===== src/verilog/mdo_pkg.sv =====
package mdo_pkg;
  // Register offsets on the register port
  localparam logic [7:0] ADDR_CUR_LIMIT = 8'h28;
  localparam logic [7:0] ADDR_RAMP_DEAD = 8'h29;
  localparam logic [7:0] ADDR_SENSE = 8'h2A;
  localparam logic [7:0] ADDR_TACH = 8'h2B;
  // Values after reset
  localparam logic [7:0] RST_CUR_LIMIT = 8'h00;
  localparam logic [7:0] RST_RAMP_DEAD = 8'h00;
  localparam logic [7:0] RST_SENSE = 8'h00;
  localparam logic [7:0] RST_TACH = 8'h00;
  // Field positions
  localparam int ACCEL_LSB = 4;
  localparam int LOCK_LSB = 1;
  localparam int NOZC_CL_BIT = 7;
  localparam int RAMP_LSB = 4;
  localparam int DEAD_LSB = 0;
  localparam int IPD_LSB = 4;
  localparam int NOZC_OL_BIT = 3;
  localparam int BUCK_BIT = 2;
  localparam int SRATE_LSB = 0;
  localparam int TSEL_LSB = 6;
  localparam int TRATIO_LSB = 4;
  localparam int KT_LSB = 2;
  localparam int SPD_BIT = 1;
  localparam int INHIBIT_BIT = 0;
  localparam int HAND_RANGE_BIT = 4;
  // Scales: currents in mA, speeds in 0.01 Hz, ramps in mVcc/s
  localparam logic [11:0] ACCEL_STEP_MA = 12'h0C8;
  localparam logic [11:0] LOCK_STEP_MA = 12'h190;
  localparam logic [11:0] IPD_STEP_MA = 12'h0C8;
  localparam logic [15:0] HAND_LO_STEP = 16'h0050;
  localparam logic [15:0] HAND_HI_STEP = 16'h0500;
  localparam logic [15:0] RAMP_FAST = 16'hBB80;
  localparam logic [15:0] RAMP_R3 = 16'h0302;
  localparam logic [15:0] RAMP_R4 = 16'h0172;
  localparam logic [15:0] RAMP_R5 = 16'h00BE;
  localparam logic [15:0] RAMP_R6 = 16'h005B;
  localparam logic [15:0] RAMP_R7 = 16'h002D;
  localparam logic [7:0] SRATE_0 = 8'h0C;
  localparam logic [7:0] SRATE_1 = 8'h18;
  localparam logic [7:0] SRATE_2 = 8'h2F;
  localparam logic [7:0] SRATE_3 = 8'h5F;
  // Torque constant limits in quarters of nominal
  localparam logic [3:0] KT_HI_3_2 = 4'h6;
  localparam logic [3:0] KT_HI_2 = 4'h8;
  localparam logic [3:0] KT_LO_3_4 = 4'h3;
  localparam logic [3:0] KT_LO_1_2 = 4'h2;
  // Dead time
  localparam int CLK_PERIOD_NS = 8;
  localparam int DEAD_STEP_NS = 40;
  localparam logic [6:0] DEAD_STEP_CYC =
    7'((DEAD_STEP_NS + CLK_PERIOD_NS - 1) / CLK_PERIOD_NS);

  typedef enum logic [1:0] {
    GATE_IDLE = 2'b00,
    GATE_HIGH = 2'b01,
    GATE_LOW = 2'b10,
    GATE_GAP = 2'b11
  } mdo_gate_st_t;
endpackage

===== src/verilog/mdo_gate_phase.sv =====
`timescale 1ns/1ps
module mdo_gate_phase
  import mdo_pkg::*;
(
  input wire logic i_clk,
  input wire logic i_arst_n,
  input wire logic i_ce,
  input wire logic i_hs_req,
  input wire logic i_ls_req,
  input wire logic [6:0] i_dead_cycles,
  output logic o_high_side,
  output logic o_low_side
);
  mdo_gate_st_t st_q;
  logic [6:0] gap_q;
  logic want_hs;
  logic want_ls;

  // Both requested is treated as neither, never shoot-through
  assign want_hs = i_hs_req & ~i_ls_req;
  assign want_ls = i_ls_req & ~i_hs_req;

  always_ff @(posedge i_clk or negedge i_arst_n) begin
    if (!i_arst_n) begin
      st_q <= GATE_IDLE;
      gap_q <= 7'h00;
      o_high_side <= 1'b0;
      o_low_side <= 1'b0;
    end else if (i_ce) begin
      case (st_q)
        GATE_IDLE: begin
          if (want_hs) begin
            st_q <= GATE_HIGH;
            o_high_side <= 1'b1;
          end else if (want_ls) begin
            st_q <= GATE_LOW;
            o_low_side <= 1'b1;
          end
        end
        GATE_HIGH, GATE_LOW: begin
          if ((st_q == GATE_HIGH) ? !want_hs : !want_ls) begin
            st_q <= GATE_GAP;
            gap_q <= i_dead_cycles - 7'h01;
            o_high_side <= 1'b0;
            o_low_side <= 1'b0;
          end
        end
        default: begin
          if (gap_q != 7'h00) begin
            gap_q <= gap_q - 7'h01;
          end else if (want_hs) begin
            st_q <= GATE_HIGH;
            o_high_side <= 1'b1;
          end else if (want_ls) begin
            st_q <= GATE_LOW;
            o_low_side <= 1'b1;
          end else begin
            st_q <= GATE_IDLE;
          end
        end
      endcase
    end
  end
endmodule // mdo_gate_phase


===== src/verilog/mdo_option_regs.sv =====
`timescale 1ns/1ps
// Behaviour
// - Accel current limit off at zero, else n times 0.2 A.
// - Lock current limit is (n + 1) times 0.4 A.
// - High bit enables closed-loop no-zero-cross fault detection.
// - Closed-loop ramp code maps to immediate, 48, 0.77 ... 0.045 Vcc/s.
// - Dead time between gate sides is (n + 1) times 40 ns per phase.
// - Sense threshold zero disables position sensing, else 0.2 A times n+1.
// - Bit 3 enables open-loop no-zero-cross fault detection.
// - Buck output is 5 V when clear, 3.3 V when set.
// - Position sense rate is 12, 24, 47 or 95 Hz.
// - Tach pulses in both loops, closed only, or closed plus first open.
// - Tach rate is 1/1, 2/3, 1/2 or 1/3 pulses per cycle.
// - Torque constant limits: high 3/2 or 2, low 3/4 or 1/2.
// - Speed input is analog when clear, PWM when set.
// - Clear allows closed-loop handover at threshold; set stays open loop.
// - Handover speed n times 0.8 Hz, or (n + 1) times 12.8 Hz.
module mdo_option_regs
  import mdo_pkg::*;
#(
  parameter int PHASES = 3
) (
  input wire logic i_clk,
  input wire logic i_arst_n,
  input wire logic i_ce,
  input wire logic i_wr_en,
  input wire logic i_rd_en,
  input wire logic [7:0] i_addr,
  input wire logic [7:0] i_wdata,
  input wire logic [4:0] i_handover_code,
  input wire logic [15:0] i_speed_chz,
  input wire logic i_elec_cycle,
  input wire logic i_closed_loop,
  input wire logic i_first_open_loop,
  input wire logic [PHASES-1:0] i_hs_req,
  input wire logic [PHASES-1:0] i_ls_req,
  output logic [7:0] o_rdata,
  output logic o_accel_limit_en,
  output logic [11:0] o_accel_limit_ma,
  output logic [11:0] o_lock_limit_ma,
  output logic o_nozc_closed_en,
  output logic o_ramp_immediate,
  output logic [15:0] o_ramp_mvcc_s,
  output logic o_inductive_position_detect,
  output logic [11:0] o_sense_thr_ma,
  output logic o_nozc_open_en,
  output logic o_buck_3v3_sel,
  output logic [7:0] o_position_sense_rate_hz,
  output logic [3:0] o_kt_high_q4,
  output logic [3:0] o_kt_low_q4,
  output logic o_speed_pwm_mode,
  output logic [15:0] o_handover_speed_chz,
  output logic o_handover_go,
  output logic o_tach_output,
  output logic [PHASES-1:0] o_high_side,
  output logic [PHASES-1:0] o_low_side
);
  logic [7:1] cur_limit_q;
  logic [7:0] ramp_dead_q;
  logic [7:0] sense_q;
  logic [7:0] tach_q;
  logic [6:0] dead_cyc_q;
  logic [1:0] cyc_cnt_q;
  logic [3:0] accel_n;
  logic [2:0] lock_n;
  logic [3:0] ipd_n;
  logic [3:0] dead_n;
  logic [1:0] tach_sel;
  logic [1:0] tach_ratio;
  logic [1:0] cyc_wrap;
  logic tach_allow;
  logic tach_pick;
  logic [15:0] hand_thr;

  assign accel_n = cur_limit_q[ACCEL_LSB +: 4];
  assign lock_n = cur_limit_q[LOCK_LSB +: 3];
  assign ipd_n = sense_q[IPD_LSB +: 4];
  assign dead_n = ramp_dead_q[DEAD_LSB +: 4];
  assign tach_sel = tach_q[TSEL_LSB +: 2];
  assign tach_ratio = tach_q[TRATIO_LSB +: 2];

  // Register writes; bit 0 of the first register is not stored
  always_ff @(posedge i_clk or negedge i_arst_n) begin
    if (!i_arst_n) begin
      cur_limit_q <= RST_CUR_LIMIT[7:1];
      ramp_dead_q <= RST_RAMP_DEAD;
      sense_q <= RST_SENSE;
      tach_q <= RST_TACH;
    end else if (i_ce && i_wr_en) begin
      if (i_addr == ADDR_CUR_LIMIT) begin
        cur_limit_q <= i_wdata[7:1];
      end else if (i_addr == ADDR_RAMP_DEAD) begin
        ramp_dead_q <= i_wdata;
      end else if (i_addr == ADDR_SENSE) begin
        sense_q <= i_wdata;
      end else if (i_addr == ADDR_TACH) begin
        tach_q <= i_wdata;
      end
    end
  end

  // Read data held until the next read; unmapped reads return zero
  always_ff @(posedge i_clk or negedge i_arst_n) begin
    if (!i_arst_n) begin
      o_rdata <= 8'h00;
    end else if (i_ce && i_rd_en) begin
      if (i_addr == ADDR_CUR_LIMIT) begin
        o_rdata <= {cur_limit_q, 1'b0};
      end else if (i_addr == ADDR_RAMP_DEAD) begin
        o_rdata <= ramp_dead_q;
      end else if (i_addr == ADDR_SENSE) begin
        o_rdata <= sense_q;
      end else if (i_addr == ADDR_TACH) begin
        o_rdata <= tach_q;
      end else begin
        o_rdata <= 8'h00;
      end
    end
  end

  // Current limits
  always_ff @(posedge i_clk or negedge i_arst_n) begin
    if (!i_arst_n) begin
      o_accel_limit_en <= 1'b0;
      o_accel_limit_ma <= 12'h000;
      o_lock_limit_ma <= 12'h000;
      o_inductive_position_detect <= 1'b0;
      o_sense_thr_ma <= 12'h000;
    end else if (i_ce) begin
      o_accel_limit_en <= accel_n != 4'h0;
      o_accel_limit_ma <= 12'(accel_n) * ACCEL_STEP_MA;
      o_lock_limit_ma <= (12'(lock_n) + 12'h001) * LOCK_STEP_MA;
      o_inductive_position_detect <= ipd_n != 4'h0;
      // Threshold reported even when sensing is off; core ignores it
      o_sense_thr_ma <= (12'(ipd_n) + 12'h001) * IPD_STEP_MA;
    end
  end

  // Enables and selects
  always_ff @(posedge i_clk or negedge i_arst_n) begin
    if (!i_arst_n) begin
      o_nozc_closed_en <= 1'b0;
      o_nozc_open_en <= 1'b0;
      o_buck_3v3_sel <= 1'b0;
      o_speed_pwm_mode <= 1'b0;
    end else if (i_ce) begin
      o_nozc_closed_en <= ramp_dead_q[NOZC_CL_BIT];
      o_nozc_open_en <= sense_q[NOZC_OL_BIT];
      o_buck_3v3_sel <= sense_q[BUCK_BIT];
      o_speed_pwm_mode <= tach_q[SPD_BIT];
    end
  end

  // Ramp rate, sense rate and torque constant tables
  always_ff @(posedge i_clk or negedge i_arst_n) begin
    if (!i_arst_n) begin
      o_ramp_immediate <= 1'b1;
      o_ramp_mvcc_s <= 16'h0000;
      o_position_sense_rate_hz <= SRATE_0;
      o_kt_high_q4 <= KT_HI_3_2;
      o_kt_low_q4 <= KT_LO_3_4;
    end else if (i_ce) begin
      o_ramp_immediate <= ramp_dead_q[RAMP_LSB +: 3] == 3'h0;
      case (ramp_dead_q[RAMP_LSB +: 3])
        3'h0: o_ramp_mvcc_s <= 16'h0000;
        3'h1, 3'h2: o_ramp_mvcc_s <= RAMP_FAST;
        3'h3: o_ramp_mvcc_s <= RAMP_R3;
        3'h4: o_ramp_mvcc_s <= RAMP_R4;
        3'h5: o_ramp_mvcc_s <= RAMP_R5;
        3'h6: o_ramp_mvcc_s <= RAMP_R6;
        default: o_ramp_mvcc_s <= RAMP_R7;
      endcase
      case (sense_q[SRATE_LSB +: 2])
        2'h0: o_position_sense_rate_hz <= SRATE_0;
        2'h1: o_position_sense_rate_hz <= SRATE_1;
        2'h2: o_position_sense_rate_hz <= SRATE_2;
        default: o_position_sense_rate_hz <= SRATE_3;
      endcase
      o_kt_high_q4 <= tach_q[KT_LSB] ? KT_HI_2 : KT_HI_3_2;
      o_kt_low_q4 <= tach_q[KT_LSB+1] ? KT_LO_1_2 : KT_LO_3_4;
    end
  end

  // Loop handover threshold and go decision
  assign hand_thr = i_handover_code[HAND_RANGE_BIT] ?
    (16'(i_handover_code[3:0]) + 16'h0001) * HAND_HI_STEP :
    16'(i_handover_code[3:0]) * HAND_LO_STEP;

  always_ff @(posedge i_clk or negedge i_arst_n) begin
    if (!i_arst_n) begin
      o_handover_speed_chz <= 16'h0000;
      o_handover_go <= 1'b0;
    end else if (i_ce) begin
      o_handover_speed_chz <= hand_thr;
      // Zero threshold means no handover point, so never go
      o_handover_go <= !tach_q[INHIBIT_BIT] && hand_thr != 16'h0000 &&
        i_speed_chz >= hand_thr;
    end
  end

  // Tach pulse divider; counts every cycle even while gated off
  assign cyc_wrap = (tach_ratio == 2'h2) ? 2'h1 : 2'h2;
  assign tach_allow = (tach_sel == 2'h1) ? i_closed_loop :
    (tach_sel == 2'h2) ? (i_closed_loop | i_first_open_loop) :
    1'b1;
  always_comb begin
    case (tach_ratio)
      2'h0: tach_pick = 1'b1;
      2'h1: tach_pick = cyc_cnt_q != 2'h2;
      default: tach_pick = cyc_cnt_q == 2'h0;
    endcase
  end

  always_ff @(posedge i_clk or negedge i_arst_n) begin
    if (!i_arst_n) begin
      cyc_cnt_q <= 2'h0;
      o_tach_output <= 1'b0;
    end else if (i_ce) begin
      o_tach_output <= i_elec_cycle && tach_allow && tach_pick;
      if (i_elec_cycle) begin
        cyc_cnt_q <= (cyc_cnt_q >= cyc_wrap) ? 2'h0 :
          cyc_cnt_q + 2'h1;
      end
    end
  end

  // Dead time in clock cycles, registered to keep the gate timing clean
  always_ff @(posedge i_clk or negedge i_arst_n) begin
    if (!i_arst_n) begin
      dead_cyc_q <= DEAD_STEP_CYC;
    end else if (i_ce) begin
      dead_cyc_q <= (7'(dead_n) + 7'h01) * DEAD_STEP_CYC;
    end
  end

  for (genvar p = 0; p < PHASES; p++) begin : g_phase
    mdo_gate_phase u_gate (
      .i_clk(i_clk),
      .i_arst_n(i_arst_n),
      .i_ce(i_ce),
      .i_hs_req(i_hs_req[p]),
      .i_ls_req(i_ls_req[p]),
      .i_dead_cycles(dead_cyc_q),
      .o_high_side(o_high_side[p]),
      .o_low_side(o_low_side[p])
    );
  end
endmodule // mdo_option_regs


===== config.mk =====
export PLATFORM = sky130hd
export DESIGN_NAME = mdo_option_regs
export DESIGN_NICKNAME = d
export VERILOG_FILES = /design/src/verilog/mdo_pkg.sv /design/src/verilog/mdo_gate_phase.sv /design/src/verilog/mdo_option_regs.sv
export SDC_FILE = /design/constraint.sdc
export NUM_CORES = 1
export LEC_CHECK = 0
export ABC_CLOCK_PERIOD_IN_PS = 5700
export CAP_MARGIN = 20
export CORE_ASPECT_RATIO = 2
export CORE_UTILIZATION = 60
export CTS_CLUSTER_SIZE = 24
export DETAILED_ROUTE_END_ITERATION = 12
export DONT_BUFFER_PORTS = 1
export PLACE_DENSITY = 0.76
export RECOVER_POWER = 100
export SYNTH_ARGS = -nofsm -noshare
export SYNTH_HDL_FRONTEND = slang
export SYNTH_HIERARCHICAL = 1
export SYNTH_SLANG_ARGS = --single-unit

===== constraint.sdc =====
create_clock -name i_clk -period 5.7 [get_ports i_clk]
set_clock_uncertainty 0.05 [all_clocks]
set_input_delay 1.14 -clock i_clk [delete_from_list [all_inputs] [get_ports i_clk]]
set_output_delay 1.14 -clock i_clk [all_outputs]
set_load 0.01 [all_outputs]

---- Word-level counts from Yosys, hierarchy flattened ----
Index checks and enable logic that the tools add are counted.
word-level totals
  register bits ........................... 164
  bits in latches ......................... 0
  bits in writable memories ............... 0
  bits in read-only memories .............. 0
  input bits .............................. 51
  output and inout bits ................... 107
  memories ................................ 0
operators by class
  $add $sub $neg .......................... 9
  multipliers ............................. 6
  div/mod/pow operators ................... 0
  magnitude comparators ................... 2
  equal/unequal tests ..................... 32
  shifts and indexed selects .............. 0
  multiplexer cells ....................... 71
  bitwise logic cells ..................... 19
  reduce and logical (&&, ||, !) cells .... 47
operators by type and width
  operator                                                            count
  16-bit case mux with 6 select lines                                 1
  7-bit 2-to-1 mux                                                    6
  7-bit case mux with 2 select lines                                  3
  2-bit 2-to-1 mux                                                    20
  8-bit by 6-bit == test with 1-bit output, second input constant     4
  8-bit 2-to-1 mux                                                    4
  4-bit AND reduction                                                 7
  7-bit by 1-bit subtractor with 7-bit output, second input constant  4
  1-bit 2-to-1 mux                                                    24
  7-bit case mux with 3 select lines                                  1
  7-bit nonzero test                                                  3
  16-bit >= comparator                                                1
  16-bit 2-to-1 mux                                                   1
  16-bit nonzero test                                                 1
  4-bit by 1-bit adder with 5-bit output, second input constant       3
  1-bit case mux with 2 select lines                                  7
  2-bit by 1-bit == test with 1-bit output, second input constant     6
  2-bit == test, second input constant                                6
  2-bit zero test                                                     6
  1-bit NOT                                                           12
  2-bit case mux with 2 select lines                                  3
  3-bit AND reduction                                                 4
  3-bit == test, second input constant                                3
  4-bit by 5-bit multiplier with 9-bit output, second input constant  1
  25 further kinds                                                    55

---- Longest topological paths before layout ----
Gate-level depths: netlist (run 1).
  word-level depth ........................ 6
  mapped depth ............................ 15
  depth with buffers taken out ............ 15

---- Hierarchy ----
Netlist (run 1), hierarchy kept.
modules (own cells, without submodules)
  module           instances  cells each  area each (um2)  sequential area each (um2)
  mdo_option_regs  1          571         6511.2           2860.2
  mdo_gate_phase   3          98          842.1            275.3

---- Least setup slack after synthesis (run 1) ----
OpenSTA, ideal clock, no wires.
  path type ............................... input-to-reg
  start ................................... in i_handover_code[0]
  end ..................................... reg o_handover_go
  library setup time ...................... 0.131 ns
  data arrival time ....................... 3.577 ns
  setup slack ............................. 1.941 ns
  cell stages on the path ................. 13
  path through ............................ ha_1 > ha_1 > ha_1 > inv_1 > fa_1 > xnor2_1 > nand2_1 > ha_1 > a21o_1 > a21o_1 > a21oi_1 > nor4b_1 > nor3_1
between the ends
  word-level cells in the longest chain between the ends .. 6
  elaborated cells on any way between the ends .. 8
RTL lines
  what                                                          line                    text
  start: declaration                                            mdo_option_regs.sv:30   input wire logic [4:0] i_handover_code,
  4-bit by 1-bit adder with 5-bit output                        mdo_option_regs.sv:186  (16'(i_handover_code[3:0]) + 16'h0001) * HAND_HI_STEP :
  5-bit by 3-bit multiplier with 8-bit output                   mdo_option_regs.sv:186
  16-bit 2-to-1 mux (*)                                         mdo_option_regs.sv:185  assign hand_thr = i_handover_code[HAND_RANGE_BIT] ?
  branches (longest 2 deep; another with 16-bit >= comparator)  n/a
  1-bit logical AND (*)                                         mdo_option_regs.sv:196  o_handover_go <= !tach_q[INHIBIT_BIT] && hand_thr != 16'h0000 &&
  end signal: assignment                                        mdo_option_regs.sv:196
  end: declaration                                              mdo_option_regs.sv:53   output logic o_handover_go,
Mark *: on every way between the ends.
A chain may end at the register's enable or synchronous reset.

---- Worst setup path in the final report (run 1) ----
Same ends and word-level chain as after synthesis.

==> results.md, run 1 <==
- Run status: completed
- Adder-Cell Fraction of Synth Area: 0.131
- Layout cells sized above 1: 0.141
- Arrival time of the worst setup path: 3970 ps
- Core area: 0.0147 sq mm
- Routed length per instance: 19.5 um
- # Max-Cap Violations: 0
- Count of pins over their slew limit: 0
- Top_reg_cell synth: dfrtp_1
- Fin crit share: 0.645
- Reg2Reg Setup Slack: 2690 ps
- XOR/XNOR Fraction of Synth Area: 0.0339
- First-pass GRT wire length: 33300 um
- EDFF count, synth: 0
- CTS Sinks: 147
- # rows: 63
- Max VDD drop: 276 uV
- F_max: 0.272 GHz
- Sequential area share after synthesis: 0.408
- Critical Path End Type: register
- DRC Markers: 0
- DP Wirelength: 15400 um
- Asr flop ratio synth: 1.00
- H-tree levels: 4
- Hold WC Path Type: input pin to asynchronous set/reset pin
- Clk_lat worst skew: 430 ps
- Area Growth Syn to Fin: 6.59%
- CTS Hold Bufs: 0
- Min Tclk post-route: 3680 ps
- # diodes: 0
- Die W: 88.8 um
- Average size of a mapped cell: 10.4 sq um
- Ports: 158
- Largest family of logic cells by synthesized area: multiplexers
- Clk pwr share: 0.328
- Max FO, Critical Path: 6
- Vias per cell: 5.98
- Slew HR: 0.102
- Final net count: 992
- Register bit total from synthesis: 147
- Post-synth cell types: 55
- CTS tree: yes
- Initial core utilization: 0.613
- Mapped Area: 0.00904 sq mm
- Setup-failing EPs final: 0
- Final hold violations: 0
- Yosys warns: 6
- Total negative setup slack: 0 ps
- Net Sw Power: 1.29 mW
- Die H: 176 um
- Leak Pwr: 4.64 nW
- Simple-Gate Fraction of Synth Area: 0.118
- Mux cell area share after synthesis: 0.139
- Worst slew pin tran: 1340 ps
- Reg clk slew, reported paths: 60 ps
- Logic pwr share: 0.300
- Port bufs: 0
- Vias in the first global route: 6744
- DIE AREA: 0.0156 sq mm
- Via count: 6328
- Unrepaired setup endpoints after global routing: no
- First DRT Iteration DRCs: 330
- CTS root buf: clkbuf_16
- Pre-CTS setup slack: 1620 ps
- DRT Pass-1 Iters: 5
- PwrDens: 390 mW/mm^2
- Overall Global Routing Usage: 0.287
- TritonCTS Buffers: 17
- Clk buf depth: 2
- Reg power frac: 0.373
- Synth Area in Compound Gates: 0.0975
- Int Pwr: 2.47 mW
- Critical Path Source Type: input pin
- Residual overflow from global routing: 0
- Final WS setup: 2020 ps
- CP required: 6000 ps
- Post-Route WL: 20600 um
- Initial antenna violation count: 0
- Routability cong.: 0.876
- Post-CTS setup buffers: 0
- Pin count of the biggest net entering global routing: 148
- Final ANT Viol Nets: 0
- Switching share of power: 0.344
- Post-CTS Resized: 0
- Cells after Synth: 865
- Critical path type: input pin to register
[logic make-up (layout without fill, tap and decap cells)]
group	Yosys count	count (layout)
AOI/OAI and AO/OA	146	146
xor gates and xnor gates	35	35
adders and majority gates	91	91
buffers and inverters	138	114
DFF	147	147
muxes	106	106
other	2	24
and+or+nand+nor	200	200
[critical path, cell delays in order]
cell	delay, ps
ha_1	210
and3_1	240
nor2_1	210
inv_1	70
ha_1	300
a21o_1	170
a21oi_1	190
mux2i_1	320
inv_1	80
ha_1	300
nand4_1	120
a211o_1	250
a21oi_1	140
nor4b_1	70
nor3_1	160
[layout by cell type (no fill, tap or decap), types with 9 or more instances in the layout]
cell type and count:
nor2_1 56, o21ai_0 52, nand2b_1 12, nand3_1 24, mux2_2 75, inv_1 82
nor2b_1 11, mux2i_1 19, clkbuf_16 17, xnor2_1 26, a31oi_1 12, xor2_1 9
nand2_1 37, a21oi_1 41, dfrtp_1 141, nor3b_1 12, ha_1 85, conb_1 24
[flip-flops by register name (all words and copies together) (netlist names), 2 cells and up]
register,flops
g_phase.u_gate/st_q,6
o_handover_speed_chz,12
dead_cyc_q,7
g_phase.u_gate/o_low_side,3
o_accel_limit_ma,9
o_kt_high_q4,2
g_phase.u_gate/gap_q,21
cur_limit_q,7
o_sense_thr_ma,9
g_phase.u_gate/o_high_side,3
o_position_sense_rate_hz,5
tach_q,8
o_ramp_mvcc_s,11
cyc_cnt_q,2
ramp_dead_q,8
sense_q,8
o_lock_limit_ma,8
o_rdata,8
[cells in the mapped netlist, types with 11 or more instances]
cell | n | area [sq um]
dfrtp_1 | 141 | 3530
nand2b_1 | 12 | 75.1
a31oi_1 | 12 | 75.1
xnor2_1 | 26 | 228
ha_1 | 85 | 1060
buf_4 | 28 | 210
inv_1 | 82 | 308
mux2_2 | 76 | 856
o21ai_0 | 51 | 255
nor2b_1 | 11 | 68.8
nand2_1 | 37 | 139
clkbuf_1 | 17 | 63.8
nor2_1 | 56 | 210
mux2i_1 | 19 | 190
nand3_1 | 23 | 115
a21oi_1 | 41 | 205
[power by group through the flow]
stage | clock, mW | combinational (mW) | sequential (mW)
floorplan | 0 | 0.975 | 1.36
global placement | 0 | 1.06 | 1.40
detailed placement | 0 | 1.13 | 1.42
CTS | 1.26 | 1.14 | 1.40
global route | 1.30 | 1.27 | 1.42
finish | 1.23 | 1.13 | 1.40
[through the flow]
| step | hold WS (ps) | instances | instance area (sq um) | util | power [mW] |
|---|---|---|---|---|---|
| 5_1_grt | 336 | 1058 | 9630 | 0.654 | 4.00 |
| 3_3_place_gp | 406 | 1026 | 9020 | 0.612 | 2.47 |
| 4_1_cts | 341 | 1058 | 9670 | 0.656 | 3.79 |
| 2_1_floorplan | 353 | 887 | 9120 | - | 2.33 |
| 3_5_place_dp | 413 | 1026 | 9020 | 0.612 | 2.55 |
| 6_report | 367 | 1058 | 9630 | 0.654 | 3.76 |
[layer usage]
layer | routed length (um) | vias up | global-route usage
met5 | 0 | - | 0
met3 | 816 | 81 | 0.0714
met1 | 6780 | 3123 | 0.268
li1 | - | 2947 | -
met2 | 11600 | 177 | 0.526
met4 | 1390 | 0 | 0.189
[final cells by class]
type | count | area, sq um
well taps | 195 | 244
multi-input cells | 602 | 4740
fillers | 1128 | 5110
clock buffers | 18 | 439
inverters | 82 | 308
clock inverters | 14 | 211
flip-flops and latches | 147 | 3690
[final timing paths]
path                       depth (start not counted)              startpoint                                         to
max in group asynchronous                          0                i_arst_n                o_kt_high_q4[2]$_DFFE_PN1P_
min                                                0                i_arst_n  g_phase[2].u_gate/o_high_side$_DFFE_PN0P_
max                                               15      i_handover_code[0]                  o_handover_go$_DFFE_PN0P_
min in group i_clk                                 1   tach_q[3]$_DFFE_PN0P_                 o_kt_low_q4[0]$_DFFE_PN1P_
max reg2reg                                        9  sense_q[4]$_DFFE_PN0P_             o_sense_thr_ma[11]$_DFFE_PN0P_
min reg2reg                                        1   tach_q[3]$_DFFE_PN0P_                 o_kt_low_q4[0]$_DFFE_PN1P_
No activity file was read; power rests on OpenSTA's default activity.
==> inputs of run 2 (changes only) <==
ABC_CLOCK_PERIOD_IN_PS = 3800   (was 5700)
clock period = 3.8 ns   (was 5.7 ns; I/O delays follow)
==> run 2 against run 1 <==
The run now ends with negative hold slack left. Largest power group unchanged. Die area unchanged. Combinational power up 50%. Final area down 0.36%.
==> results.md, run 2 (same netlist as run 1, synthesis figures left out) <==
- Area of the multi-input gates: 0.00476 sq mm (+0.24%)
- Run status: complete, but fails checks
- Port bufs: 0 (unchanged)
- Arrival time of the worst setup path: 3590 ps (-380 ps)
- Final instance area: 0.00960 sq mm (-0.36%)
- Unrepaired setup endpoints after global routing: no
- Initial antenna violation count: 0 (unchanged)
- # Max-Cap Violations: 0 (unchanged)
- CTS Sinks: 147 (unchanged)
- Residual overflow from global routing: 0 (unchanged)
- Violated checks: negative hold slack
- Total negative setup slack: 0 ps (unchanged)
- Final ANT Viol Nets: 0 (unchanged)
- Post-Route WL: 20100 um (-2.4%)
- First DRT Iteration DRCs: 357 (+8.2%)
- Layout fillers: 1152 (+2.1%)
- Routability cong.: 0.877 (about the same)
- Commonest cells after routing, fill and taps aside: 141 x dfrtp_1, 85 x ha_1, 82 x inv_1
- First-pass GRT wire length: 31900 um (-4.1%)
- Vias in the first global route: 6595 (-2.2%)
- Vias per cell: 5.90 (-1.4%)
- # diodes: 0 (unchanged)
- Layout cells sized above 1: 0.145 (+0.00348)
- TritonCTS Buffers: 17 (unchanged)
- Worst slew pin tran: 1220 ps (-121 ps)
- Critical path type: input pin to register
- CTS root buf: clkbuf_16
- Placed cell count: 1026 (unchanged)
- Count of pins over their slew limit: 0 (unchanged)
- Leak Pwr: 4.62 nW (-0.35%)
- DP Area: 0.00902 sq mm (unchanged)
- Max reg flops: 21 (unchanged)
- Power Total: 5.47 mW (+46%)
- DRT Pass-1 Iters: 5 (unchanged)
- H-tree levels: 4 (unchanged)
- CTS tree: yes
- Core area: 0.0147 sq mm (unchanged)
- Die W: 88.8 um (unchanged)
- CP required: 4090 ps (-1910 ps)
- DRC Markers: 0 (unchanged)
- Post-CTS setup buffers: 0 (unchanged)
- Slew HR: 0.183 (+0.0806)
- Hold WC Path Type: input pin to asynchronous set/reset pin
- Max FO, Critical Path: 6 (unchanged)
- Commonest non-fill, non-tap cell in the layout: dfrtp_1
- Pin count of the biggest net entering global routing: 148 (unchanged)
- Ports: 158 (unchanged)
- Overall Global Routing Usage: 0.276 (-0.0114)
- Post-CTS Resized: 0 (unchanged)
- Reg clk slew, reported paths: 70 ps (about the same)
- Largest Register: g_phase.u_gate/gap_q
- Clk_lat worst skew: 430 ps (about the same)
- Via count: 6238 (-1.4%)
- Hold WS: -18.0 ps (-385 ps)
- Critical Path Source Type: input pin
- Critical Path End Type: register
- Routed length per instance: 19.0 um (-2.4%)
- Max VDD drop: 414 uV (+50%)
- DP Wirelength: 14900 um (-3.1%)
- Final hold violations: 14 (+14)
- DIE AREA: 0.0156 sq mm (unchanged)
- Min Tclk post-route: 3300 ps
- # rows: 63 (unchanged)
- Die H: 176 um (unchanged)
- Sequential cell area: 0.00369 sq mm (unchanged)
- Area Growth Syn to Fin: 6.20%
- F_max: 0.303 GHz
- PwrDens: 570 mW/mm^2 (+46%)
- Setup-failing EPs final: 0 (unchanged)
- Final net count: 992 (unchanged)
- Clk buf depth: 2 (unchanged)
- Final std cells w/o fill: 1058 (unchanged)
- Initial core utilization: 0.613 (unchanged)
- Largest regs: g_phase.u_gate/gap_q: 21 flops, o_handover_speed_chz: 12 flops, o_ramp_mvcc_s: 11 flops
- Fin crit share: 0.868
run 2: area by class of cell:
type                            instances  area share
Clock buffer                           17      0.0443
Clock inverter                         15      0.0186
Inverter                               82      0.0321
Multi-Input combinational cell        602       0.496
Sequential cell                       147       0.384
Tap cell                              195      0.0254
run 2: through the flow:
| stage | utilization | setup WS [ps] |
|---|---|---|
| 6_report | 0.651 | 500 |
| 5_1_grt | 0.651 | 264 |
| 4_1_cts | 0.653 | 494 |
| 3_5_place_dp | 0.612 | 82.5 |
| 3_3_place_gp | 0.612 | 260 |
| 2_1_floorplan | - | 421 |
run 2: worst max-delay path, cell delays in order:
cell,delay [ps]
ha_1,210
and3_1,230
nor2_1,200
inv_1,70
ha_1,280
a21o_1,180
a21oi_1,170
mux2i_1,320
inv_1,80
ha_1,290
nand4_1,110
a211o_1,260
a21oi_1,170
nor4b_1,80
nor3_1,180
run 2: path summary, 6_finish.rpt:
| kind | slack [ps] | startpoint | cells past startpoint | end |
|---|---|---|---|---|
| worst max-delay path | 500 | i_handover_code[0] | 15 | o_handover_go$_DFFE_PN0P_ |
| worst min-delay path | -20 | i_arst_n | 0 | o_handover_speed_chz[12]$_DFFE_PN0P_ |
| worst max register to register | 800 | g_phase[0].u_gate/st_q[0]$_DFFE_PN0P_ | 8 | g_phase[0].u_gate/gap_q[6]$_DFFE_PN0P_ |
| worst min register to register | 430 | tach_q[3]$_DFFE_PN0P_ | 1 | o_kt_low_q4[0]$_DFFE_PN1P_ |
| max in group asynchronous | 3350 | i_arst_n | 0 | o_kt_low_q4[0]$_DFFE_PN1P_ |
| min in group i_clk | 360 | i_ce | 1 | o_position_sense_rate_hz[2]$_DFFE_PN1P_ |
run 2: routing by layer:
metal,share of wire,vias up,wire length [um],GRT usage
met5,0,-,0,0
met4,0.056,0,1120,0.178
met3,0.040,68,804,0.0569
met2,0.57,167,11400,0.515
met1,0.34,3053,6770,0.257
li1,-,2950,-,-
run 2: power breakdown:
| part | switching [mW] | total [mW] | internal [mW] |
|---|---|---|---|
| logic | 0.944 | 1.70 | 0.756 |
| clock network | 0.781 | 1.67 | 0.891 |
| registers | 0.287 | 2.10 | 1.81 |
| total | 2.01 | 5.47 | 3.46 |
